[src/logic/rdac_pkg.sv]
package rdac_pkg;

  // ==========================================================================
  // Addressing and command codes.
  // ==========================================================================
  localparam logic [5:0] SLAVE_ADDR_HI   = 6'h3a;
  localparam logic [4:0] HS_CODE_HI      = 5'h01;
  localparam logic [7:0] GEN_CALL_ADDR   = 8'h00;
  localparam logic [7:0] GEN_CALL_RESET  = 8'h06;
  localparam logic [2:0] CMD_RESET_ALL   = 3'h4;
  localparam logic [2:0] CMD_RESET_ONE   = 3'h2;
  localparam logic [2:0] CMD_NONE        = 3'h0;

  // ==========================================================================
  // Channel layout.
  // ==========================================================================
  localparam int         NUM_CH          = 8;
  localparam int         CODE_W          = 10;
  localparam logic [9:0] MID_SCALE       = 10'h200;

  // ==========================================================================
  // Bus states and carriers.
  // ==========================================================================
  typedef enum logic [2:0] {
    ST_IDLE,
    ST_ADDR,
    ST_GCALL,
    ST_PTR,
    ST_WDATA,
    ST_RDATA,
    ST_IGNORE
  } rdac_state_e;

  typedef struct packed {
    logic scl;
    logic sda;
  } rdac_bus_s;

  typedef struct packed {
    logic start;
    logic stop;
    logic rise;
    logic fall;
  } rdac_evt_s;

endpackage : rdac_pkg

[src/logic/rdac_twowire_slave.sv]
// What this block does
// Clock line is only an input; the slave never drives it.
// Start is SDA falling while SCL is high; it begins a transaction.
// Stop is SDA rising while SCL is high; it ends a transaction.
// Any SDA change while SCL is high counts as start or stop.
// First byte after start is a seven-bit address plus direction bit.
// A matching address is acknowledged by holding SDA low on clock nine.
// Every later unit is eight data bits followed by one acknowledge bit.
// Own address is 111010 followed by the address select pin level.
// Standard and fast speeds work without any mode change.
// Master enters high speed by sending 00001xxx right after start.
// Master code 00001xxx is recognised, low bits ignored, never acknowledged.
// After master code, the HS_MODE status output is set; input sampling is unchanged.
// High speed survives repeated starts and ends at the first stop.
// General call 00h then 06h is acknowledged and resets everything.
// General call address always acknowledged; other data bytes are not.
// Power-up reset loads every channel with the mid-scale code.
// Channel byte with upper bits 100 resets all channels to mid-scale.
// Channel byte with upper bits 010 resets only the addressed channel.
// Eight channels each hold a ten-bit code, output is supply times code/1024.
// Each channel has a holding and an output stage for preloading.
// With the load pin low, outputs follow their holding registers at once.
// Direction bit 0 selects write, 1 selects read.
// Channel addresses 0 to 7 in low bits; unused bits must be zero.
// Two data bytes per channel, MSB first; update after second; auto-increment.
// Load pin high holds outputs; going low updates all together.
// SCL and SDA are synchronised and all events come from the samples.
`timescale 1ns/1ps
`default_nettype none

module rdac_twowire_slave (
  // Clock and reset
  input  wire logic                    CLK,
  input  wire logic                    RST,
  // Two-wire bus pins (SCL is input only)
  input  wire logic                    SCL_I,
  input  wire logic                    SDA_I,
  output var  logic                    SDA_O,
  output var  logic                    SDA_OE,
  // Straps and control pins
  input  wire logic                    ADDRESS_SELECT_PIN,
  input  wire logic                    OUTPUT_LOAD_PIN,
  // Status
  output var  logic                    HS_MODE,
  // Output codes, channel 0 is the common electrode channel
  output var  logic [8*10-1:0]         CH_CODE
);

  // ==========================================================================
  // Synchronisers.
  // ==========================================================================
  rdac_pkg::rdac_bus_s bus_m_q;
  rdac_pkg::rdac_bus_s bus_s_q;
  rdac_pkg::rdac_bus_s bus_p_q;
  logic                 asel_m_q;
  logic                 asel_s_q;
  logic                 ld_m_q;
  logic                 ld_s_q;

  // The high-speed input filter needs no extra stage: at 3.4 MHz SCL high is
  // about seven clock periods, so the two-stage sampler keeps all real edges; a glitch
  // shorter than one clock still passes through whenever a clock edge samples it.
  always_ff @(posedge CLK) begin
    bus_m_q  <= '{scl: SCL_I, sda: SDA_I};
    bus_s_q  <= bus_m_q;
    bus_p_q  <= bus_s_q;
    asel_m_q <= ADDRESS_SELECT_PIN;
    asel_s_q <= asel_m_q;
    ld_m_q   <= OUTPUT_LOAD_PIN;
    ld_s_q   <= ld_m_q;
  end

  rdac_pkg::rdac_evt_s evt;
  assign evt.start = bus_p_q.scl && bus_s_q.scl && bus_p_q.sda && !bus_s_q.sda;
  assign evt.stop  = bus_p_q.scl && bus_s_q.scl && !bus_p_q.sda && bus_s_q.sda;
  assign evt.rise  = !bus_p_q.scl && bus_s_q.scl;
  assign evt.fall  = bus_p_q.scl && !bus_s_q.scl;

  // ==========================================================================
  // Bit and byte engine.
  // ==========================================================================
  rdac_pkg::rdac_state_e state_q;
  rdac_pkg::rdac_state_e state_d;
  logic [3:0]            bit_cnt_q;
  logic [7:0]            shift_q;
  logic                  ack_phase_q;
  logic                  ack_drive_q;
  logic                  master_nack_q;
  logic                  hs_q;
  logic [2:0]            ptr_q;
  logic                  msb_seen_q;
  logic [1:0]            msb_q;
  logic [2:0]            cmd_q;
  logic [7:0]            tx_q;
  logic                  tx_lsb_q;
  logic                  soft_rst_q;
  logic                  pending_ack_q;
  logic                  gc_pend_q;

  logic [9:0] hold_q [rdac_pkg::NUM_CH];
  logic [9:0] out_q  [rdac_pkg::NUM_CH];

  wire [7:0] rx_byte     = shift_q;
  wire       byte_done   = evt.rise && !ack_phase_q && bit_cnt_q == 4'h7;
  wire [7:0] byte_in     = {shift_q[6:0], bus_s_q.sda};
  wire       addr_match  = byte_in[7:1] == {rdac_pkg::SLAVE_ADDR_HI, asel_s_q};
  wire       is_hs_code  = byte_in[7:3] == rdac_pkg::HS_CODE_HI;
  wire       is_gcall    = byte_in == rdac_pkg::GEN_CALL_ADDR;
  wire       ptr_valid   = byte_in[4:3] == 2'h0 &&
                           (byte_in[7:5] == rdac_pkg::CMD_NONE ||
                            byte_in[7:5] == rdac_pkg::CMD_RESET_ALL ||
                            byte_in[7:5] == rdac_pkg::CMD_RESET_ONE);
  wire       word_done   = byte_done && state_q == rdac_pkg::ST_WDATA && msb_seen_q;
  wire       gcall_reset = byte_done && state_q == rdac_pkg::ST_GCALL &&
                           byte_in == rdac_pkg::GEN_CALL_RESET;

  // The acknowledge phase spans two SCL falls. The fall after bit eight opens
  // the ninth slot, and the fall after the ninth pulse closes it. The ninth
  // rise parks the bit counter at eight, so that pulse never reaches the
  // data shifter and the close can be told apart from the open.
  wire       ack_open    = evt.fall && ack_phase_q && bit_cnt_q != 4'h8;
  wire       ack_close   = evt.fall && ack_phase_q && bit_cnt_q == 4'h8;

  // Acknowledge decision for the byte just completed.
  logic ack_d;
  always_comb begin
    ack_d = 1'b0;
    case (state_q)
      rdac_pkg::ST_ADDR:  ack_d = (addr_match && !is_hs_code) || is_gcall;
      rdac_pkg::ST_GCALL: ack_d = byte_in == rdac_pkg::GEN_CALL_RESET;
      rdac_pkg::ST_PTR:   ack_d = ptr_valid;
      rdac_pkg::ST_WDATA: ack_d = 1'b1;
      default:            ack_d = 1'b0;
    endcase
  end

  always_comb begin
    state_d = state_q;
    case (state_q)
      rdac_pkg::ST_ADDR: begin
        if (is_gcall) begin
          state_d = rdac_pkg::ST_GCALL;
        end else if (addr_match) begin
          state_d = byte_in[0] ? rdac_pkg::ST_RDATA : rdac_pkg::ST_PTR;
        end else begin
          state_d = rdac_pkg::ST_IGNORE;
        end
      end
      rdac_pkg::ST_PTR:   state_d = ptr_valid ? rdac_pkg::ST_WDATA : rdac_pkg::ST_IGNORE;
      rdac_pkg::ST_GCALL: state_d = rdac_pkg::ST_IGNORE;
      rdac_pkg::ST_IDLE:  state_d = rdac_pkg::ST_IDLE;
      rdac_pkg::ST_WDATA: state_d = rdac_pkg::ST_WDATA;
      rdac_pkg::ST_RDATA: state_d = rdac_pkg::ST_RDATA;
      default:            state_d = rdac_pkg::ST_IGNORE;
    endcase
  end

  always_ff @(posedge CLK) begin
    if (RST || soft_rst_q) begin
      state_q       <= rdac_pkg::ST_IDLE;
      bit_cnt_q     <= 4'h0;
      shift_q       <= 8'h00;
      ack_phase_q   <= 1'b0;
      ack_drive_q   <= 1'b0;
      master_nack_q <= 1'b0;
      msb_seen_q    <= 1'b0;
      msb_q         <= 2'h0;
    end else if (evt.start) begin
      state_q     <= rdac_pkg::ST_ADDR;
      bit_cnt_q   <= 4'h0;
      ack_phase_q <= 1'b0;
      ack_drive_q <= 1'b0;
      msb_seen_q  <= 1'b0; // Partial words are dropped on restart.
    end else if (evt.stop) begin
      state_q     <= rdac_pkg::ST_IDLE;
      ack_drive_q <= 1'b0;
      msb_seen_q  <= 1'b0;
    end else if (byte_done) begin
      shift_q     <= byte_in;
      bit_cnt_q   <= 4'h0;
      ack_phase_q <= 1'b1;
      state_q     <= state_d;
      if (state_q == rdac_pkg::ST_WDATA) begin
        msb_seen_q <= !msb_seen_q;
        msb_q      <= byte_in[1:0];
      end
    end else if (evt.rise) begin
      if (ack_phase_q) begin
        master_nack_q <= bus_s_q.sda;
        bit_cnt_q     <= 4'h8; // Ninth pulse seen.
      end else begin
        shift_q   <= byte_in;
        bit_cnt_q <= bit_cnt_q + 4'h1;
      end
    end else if (ack_close) begin
      ack_drive_q <= 1'b0; // Release after the ninth pulse.
      ack_phase_q <= 1'b0;
      bit_cnt_q   <= 4'h0;
      if (state_q == rdac_pkg::ST_RDATA && master_nack_q) begin
        state_q <= rdac_pkg::ST_IGNORE; // Master ended the read.
      end
    end else if (ack_open) begin
      // Drive the acknowledge only while SCL is low, so SDA never moves
      // while the master may be sampling it.
      ack_drive_q <= pending_ack_q;
    end
  end

  // Acknowledge decision latched with the byte; consumed at the next fall.
  always_ff @(posedge CLK) begin
    if (RST || soft_rst_q || evt.start || evt.stop) begin
      pending_ack_q <= 1'b0;
    end else if (byte_done) begin
      pending_ack_q <= ack_d;
    end else if (evt.fall && ack_phase_q) begin
      pending_ack_q <= 1'b0;
    end
  end

  // ==========================================================================
  // Read data: MSB byte then LSB byte per channel, auto-increment.
  // ==========================================================================
  // The next byte is loaded when the master's acknowledge slot closes. The
  // slot of the address byte itself is skipped, as the slave drove it.
  wire read_load = state_q == rdac_pkg::ST_RDATA && ack_close && !ack_drive_q;
  wire [9:0] rd_word = hold_q[ptr_q];
  always_ff @(posedge CLK) begin
    if (RST || soft_rst_q) begin
      tx_q <= 8'h00;
    end else if (byte_done && state_d == rdac_pkg::ST_RDATA && state_q == rdac_pkg::ST_ADDR) begin
      tx_q <= {6'h00, rd_word[9:8]};
    end else if (evt.fall && !ack_phase_q && state_q == rdac_pkg::ST_RDATA && bit_cnt_q != 4'h0) begin
      tx_q <= {tx_q[6:0], 1'b0};
    end else if (read_load && !master_nack_q) begin
      tx_q <= tx_lsb_q ? {6'h00, hold_q[ptr_q + 3'h1][9:8]} : rd_word[7:0];
    end
  end

  // ==========================================================================
  // Channel registers and commands.
  // ==========================================================================
  always_ff @(posedge CLK) begin
    if (RST) begin
      soft_rst_q <= 1'b0;
      hs_q       <= 1'b0;
      ptr_q      <= 3'h0;
      cmd_q      <= rdac_pkg::CMD_NONE;
      gc_pend_q  <= 1'b0;
    end else begin
      // The reset waits until the acknowledge of the reset byte is over;
      // resetting at once would cut that acknowledge short.
      soft_rst_q <= gc_pend_q && (evt.stop || ack_close);
      if (soft_rst_q) begin
        gc_pend_q <= 1'b0;
      end else if (gcall_reset) begin
        gc_pend_q <= 1'b1;
      end
      if (soft_rst_q || evt.stop) begin
        hs_q <= 1'b0;
      end else if (byte_done && state_q == rdac_pkg::ST_ADDR && is_hs_code) begin
        hs_q <= 1'b1;
      end
      if (soft_rst_q) begin
        ptr_q <= 3'h0;
        cmd_q <= rdac_pkg::CMD_NONE;
      end else if (byte_done && state_q == rdac_pkg::ST_PTR && ptr_valid) begin
        ptr_q <= byte_in[2:0];
        cmd_q <= byte_in[7:5];
      end else if (word_done || (read_load && tx_lsb_q && !master_nack_q)) begin
        ptr_q <= ptr_q + 3'h1;
      end
    end
    if (RST || soft_rst_q || evt.start) begin
      tx_lsb_q <= 1'b0;
    end else if (read_load && !master_nack_q) begin
      tx_lsb_q <= !tx_lsb_q;
    end
  end

  wire reset_all = byte_done && state_q == rdac_pkg::ST_PTR && ptr_valid &&
                   byte_in[7:5] == rdac_pkg::CMD_RESET_ALL;
  wire reset_one = byte_done && state_q == rdac_pkg::ST_PTR && ptr_valid &&
                   byte_in[7:5] == rdac_pkg::CMD_RESET_ONE;

  generate
    for (genvar ch = 0; ch < rdac_pkg::NUM_CH; ch++) begin : g_ch
      wire hit   = ptr_q == 3'(ch);
      // Data words that follow a reset command belong to that command and
      // are not written, so the reset is not undone by its own payload.
      wire wr    = word_done && hit && cmd_q == rdac_pkg::CMD_NONE;
      wire clr   = reset_all || (reset_one && byte_in[2:0] == 3'(ch));
      always_ff @(posedge CLK) begin
        if (RST || soft_rst_q) begin
          hold_q[ch] <= rdac_pkg::MID_SCALE;
          out_q[ch]  <= rdac_pkg::MID_SCALE;
        end else begin
          if (clr) begin
            hold_q[ch] <= rdac_pkg::MID_SCALE;
            out_q[ch]  <= rdac_pkg::MID_SCALE;
          end else if (wr) begin
            hold_q[ch] <= {msb_q, byte_in};
          end
          if (!ld_s_q && !clr) begin
            out_q[ch] <= hold_q[ch];
          end
        end
      end
      always_ff @(posedge CLK) begin
        CH_CODE[ch*10 +: 10] <= out_q[ch];
      end
    end
  endgenerate

  // ==========================================================================
  // Pin drivers; SDA is open drain, SCL is never driven.
  // ==========================================================================
  always_ff @(posedge CLK) begin
    if (RST) begin
      SDA_O   <= 1'b0;
      SDA_OE  <= 1'b0;
      HS_MODE <= 1'b0;
    end else begin
      SDA_O   <= 1'b0;
      SDA_OE  <= ack_drive_q ||
                 (state_q == rdac_pkg::ST_RDATA && !ack_phase_q && !tx_q[7]);
      HS_MODE <= hs_q;
    end
  end

endmodule : rdac_twowire_slave

`default_nettype wire

[config.mk]
export PLATFORM = sky130hd
export DESIGN_NAME = rdac_twowire_slave
export DESIGN_NICKNAME = d
export VERILOG_FILES = /design/src/logic/rdac_pkg.sv /design/src/logic/rdac_twowire_slave.sv
export SDC_FILE = /design/constraint.sdc
export NUM_CORES = 1
export LEC_CHECK = 0
export BUFFER_PORTS_ARGS = -buffer_cell sky130_fd_sc_hd__buf_2
export CELL_PAD_IN_SITES_DETAIL_PLACEMENT = 2
export CELL_PAD_IN_SITES_GLOBAL_PLACEMENT = 2
export CORE_MARGIN = 2
export CORE_UTILIZATION = 42
export CTS_CLUSTER_DIAMETER = 50
export DETAILED_ROUTE_END_ITERATION = 10
export PLACE_DENSITY_LB_ADDON = 0.1
export SLEW_MARGIN = 0
export SYNTH_ARGS = -nofsm -noshare
export SYNTH_HDL_FRONTEND = slang
export SYNTH_SLANG_ARGS = --single-unit
[constraint.sdc]
create_clock -name CLK -period 2.9 [get_ports CLK]
set_input_delay 0.435 -clock CLK [delete_from_list [all_inputs] [get_ports CLK]]
set_output_delay 0.435 -clock CLK [all_outputs]
set_load 0.02 [all_outputs]
==> flow_summary.yaml <==
run_status:
  run_status: "finished clean"
clock_network:
  cts_made_buffers: 36
  cts_tree: "done"
  root_buffer: "clkbuf_16"
  clockBufferDepth: 3
  clk_pin_slew_ps: 60
  cts_hold_buffers: 0
  clk_latency_ps: 510
  h-tree-depth: 2
  post_cts_buffers: 0
  ctsResizeCount: 0
  cts_sinks: 294
sta:
  slew-limit-headroom: 0.4620
  max_freq_mhz: 379.8
  skew_ps: 19.02
  rsz0062_at_grt: "false"
  fin_crit_sh: 0.9079
  period_minus_slack_ps: 2633
  whs_ps: 33.87
  finalSetupTns_ps: 0
  finalHoldViolCount: 0
  worst_slack_ps: 267.1
  worstMarginPinSlew_ps: 804.1
  slew_viol_final: 0
  setup_viol: 0
worst_setup_path:
  endpoint_kind: "flop"
  reg2reg_depth: 7
  arrival_ps: 2780
  rrSetupSlack_ps: 270
  slowest_stage: "or2_2"
  r2r-end: "hold_q[0][2]$_SDFFCE_PN0P_"
  slowest_delay_ps: 390
  cp-start-kind: "flop"
  crit_type: "flop to flop"
  required_ps: 3040
  crit_chain: "ha_1 > nand4bb_4 > or2_2 > nor2_4 > and3_1 > nand2_1 > nand3_1"
  r2r-start: "bit_cnt_q[1]$_SDFFE_PP0P_"
  path_max_fanout: 10
place:
  placedCellCount: 1217
  dp_worst_setup_slack_ps: 280.4
  hpwl_um: 22850
  place.gp.congestion: 0.8894
  dpl_cell_area_mm2: 0.01196
  io_buffers: 87
power_and_ir_drop:
  p_leak_nw: 5.041
  p_total_mw: 9.208
  ir_worst_vdd_uv: 464.7
  power_density_mw_per_mm2: 704.1
floorplan:
  die_w_um: 165.8
  die_h_um: 165.8
  placementRows: 59
  core-area_mm2: 0.02591
  start_util: 0.4244
  io_pins: 89
  dieArea_mm2: 0.02749
cells_and_area:
  fin_util: 0.5048
  layout-drive-gt1-share: 0.2484
  final_cells: 1281
  final_cell_area_mm2: 0.01308
  syn2layout_area_growth_pct: 18.93
  multi_input_area_mm2: 0.003292
  regArea_mm2: 0.007487
  num-fill-cells: 2455
  antenna_cells: 0
  nets: 934
min_path:
  min_to: "asel_m_q$_DFF_P_"
  hold_start: "ADDRESS_SELECT_PIN"
  hold_path.class: "input pin to flop"
  hold_depth: 1
run:
  drv_cap: 0
synthesis:
  synthArstFlopShare: 0
  ys_ff_latch: 294
  syn_area_mm2: 0.01100
  yosysWarnings: 0
  synth_nets: 805
  yosysSeqAreaShare: 0.6809
  synth_top_cells_by_area: "edfxtp_1 (44%), dfxtp_1 (24%), and2_1 (8.1%)"
  synth.avg_cell_area_um2: 13.90
  yosysTopAreaCellShare: 0.4369
  synth_edf_count: 160
  yosysTopAreaCell: "edfxtp_1"
  synth_ff_type: "edfxtp_1"
  synth_cell_types: 65
  netlist_instances: 791
global_route:
  grt_pass1_wl_um: 48360
  grt_start_max_net_pins: 21
  grt_overflow_total: 0
  use_met1: 0.3009
  use_met3: 0.03694
  first_global_vias: 7593
  use_met2: 0.3915
  busiest_layer: "met2"
  antenna_found_initial: 0
  grt_use_total: 0.2315
routing:
  detail-route-antenna-nets: 0
  wl_per_cell_um: 24.55
  wirelength_um: 31450
  dr_total_vias: 6882
  drc: 0
  vias_per_cell: 5.372
  first_pass_iters: 5
  dr.first_iter.drc_count: 426
==> Yosys cell counts, drive strengths merged (3+ instances only) <==
master and count:
a211oi 3, nand3 19, ha 8, or2 3, nor2 31, a21oi 37
mux4 23, inv 9, edfxtp 160, nor4 4, nor3b 3, nand2b 20
mux2 8, nor2b 5, mux2i 9, or3 6, a22oi 6, clkbuf 13
nor3 13, and2 142, buf 21, dfxtp 134, nand3b 5, nand2 51
o21ai 14, and3 12, a31oi 4
==> where the power goes <==
part	internal, mW	switching [mW]	leakage, nW	total [mW]
sequential	4.54	0.0743	2.77	4.62
clock	2.52	1.72	0.548	4.24
combinational	0.107	0.247	1.72	0.354
==> logic make-up (layout without fill, tap and decap cells) <==
family | Yosys count | count (layout) | share of synthesized area
AND/OR/NAND/NOR | 325 | 325 | 0.1759
adder cells (fa/ha/maj) | 8 | 8 | 0.009103
AO/OA/AOI/OAI | 76 | 76 | 0.04813
flip-flops | 294 | 294 | 0.6809
other | 1 | 1 | 0.0003410
multiplexers | 40 | 40 | 0.06349
XOR/XNOR | 3 | 3 | 0.002390
buffers and inverters | 44 | 199 | 0.01980
==> worst max path at each step <==
stage / from / endpoint / slack (ps) / cells past startpoint
floorplan: bit_cnt_q[0]$_SDFFE_PP0P_ / hold_q[4][0]$_SDFFCE_PN0P_ / 530 / 7
global placement: bit_cnt_q[0]$_SDFFE_PP0P_ / hold_q[0][3]$_SDFFCE_PN0P_ / 470 / 7
detailed placement: bit_cnt_q[1]$_SDFFE_PP0P_ / hold_q[0][4]$_SDFFCE_PN0P_ / 280 / 7
CTS: bit_cnt_q[1]$_SDFFE_PP0P_ / hold_q[2][1]$_SDFFCE_PN0P_ / 270 / 7
global route: bit_cnt_q[1]$_SDFFE_PP0P_ / hold_q[1][0]$_SDFFCE_PN0P_ / 110 / 7
finish: bit_cnt_q[1]$_SDFFE_PP0P_ / hold_q[0][2]$_SDFFCE_PN0P_ / 270 / 7
==> state kept, by name, indices dropped and copies added, names as in the netlist, 3 cells and up, named ones only <==
signal	cells
CH_CODE	80
hold_q	80
out_q	80
tx_q	8
rx_byte	7
bit_cnt_q	4
cmd_q	3
ptr_q	3
state_q	3
==> metal layers <==
layer | share of wire | vias to the layer above
met5 | 0 | -
met4 | 0.038 | 0
met3 | 0.049 | 70
met2 | 0.49 | 206
met1 | 0.42 | 3526
li1 | - | 3080
==> cell usage in the layout, fill, tap and decap left out, types with 14 or more instances in the layout <==
cell / Yosys / final
nand2_1: 51 / 51
and2_1: 142 / 142
a21oi_1: 34 / 34
nand3_1: 19 / 19
clkbuf_16: 0 / 38
mux4_2: 23 / 23
nand2b_1: 19 / 19
buf_4: 4 / 38
buf_2: 12 / 87
dfxtp_1: 134 / 134
o21ai_0: 14 / 14
edfxtp_1: 160 / 160
nor2_1: 27 / 27
==> layout make-up <==
class | instances | share of cell area
flip-flops and latches | 294 | 0.5725
multi-input cells | 453 | 0.2517
clock buffers | 46 | 0.07577
repair buffers | 125 | 0.05510
well taps | 335 | 0.03205
clock inverters | 18 | 0.01004
inverters | 10 | 0.002870
==> worst max-delay path, delay by kind of cell (launching register included) <==
kind | cells | cell delay, ps
adders and majority gates | 1 | 270
and+or+nand+nor | 6 | 1630
DFF | 1 | 380
(Power assumes the default switching activity.)
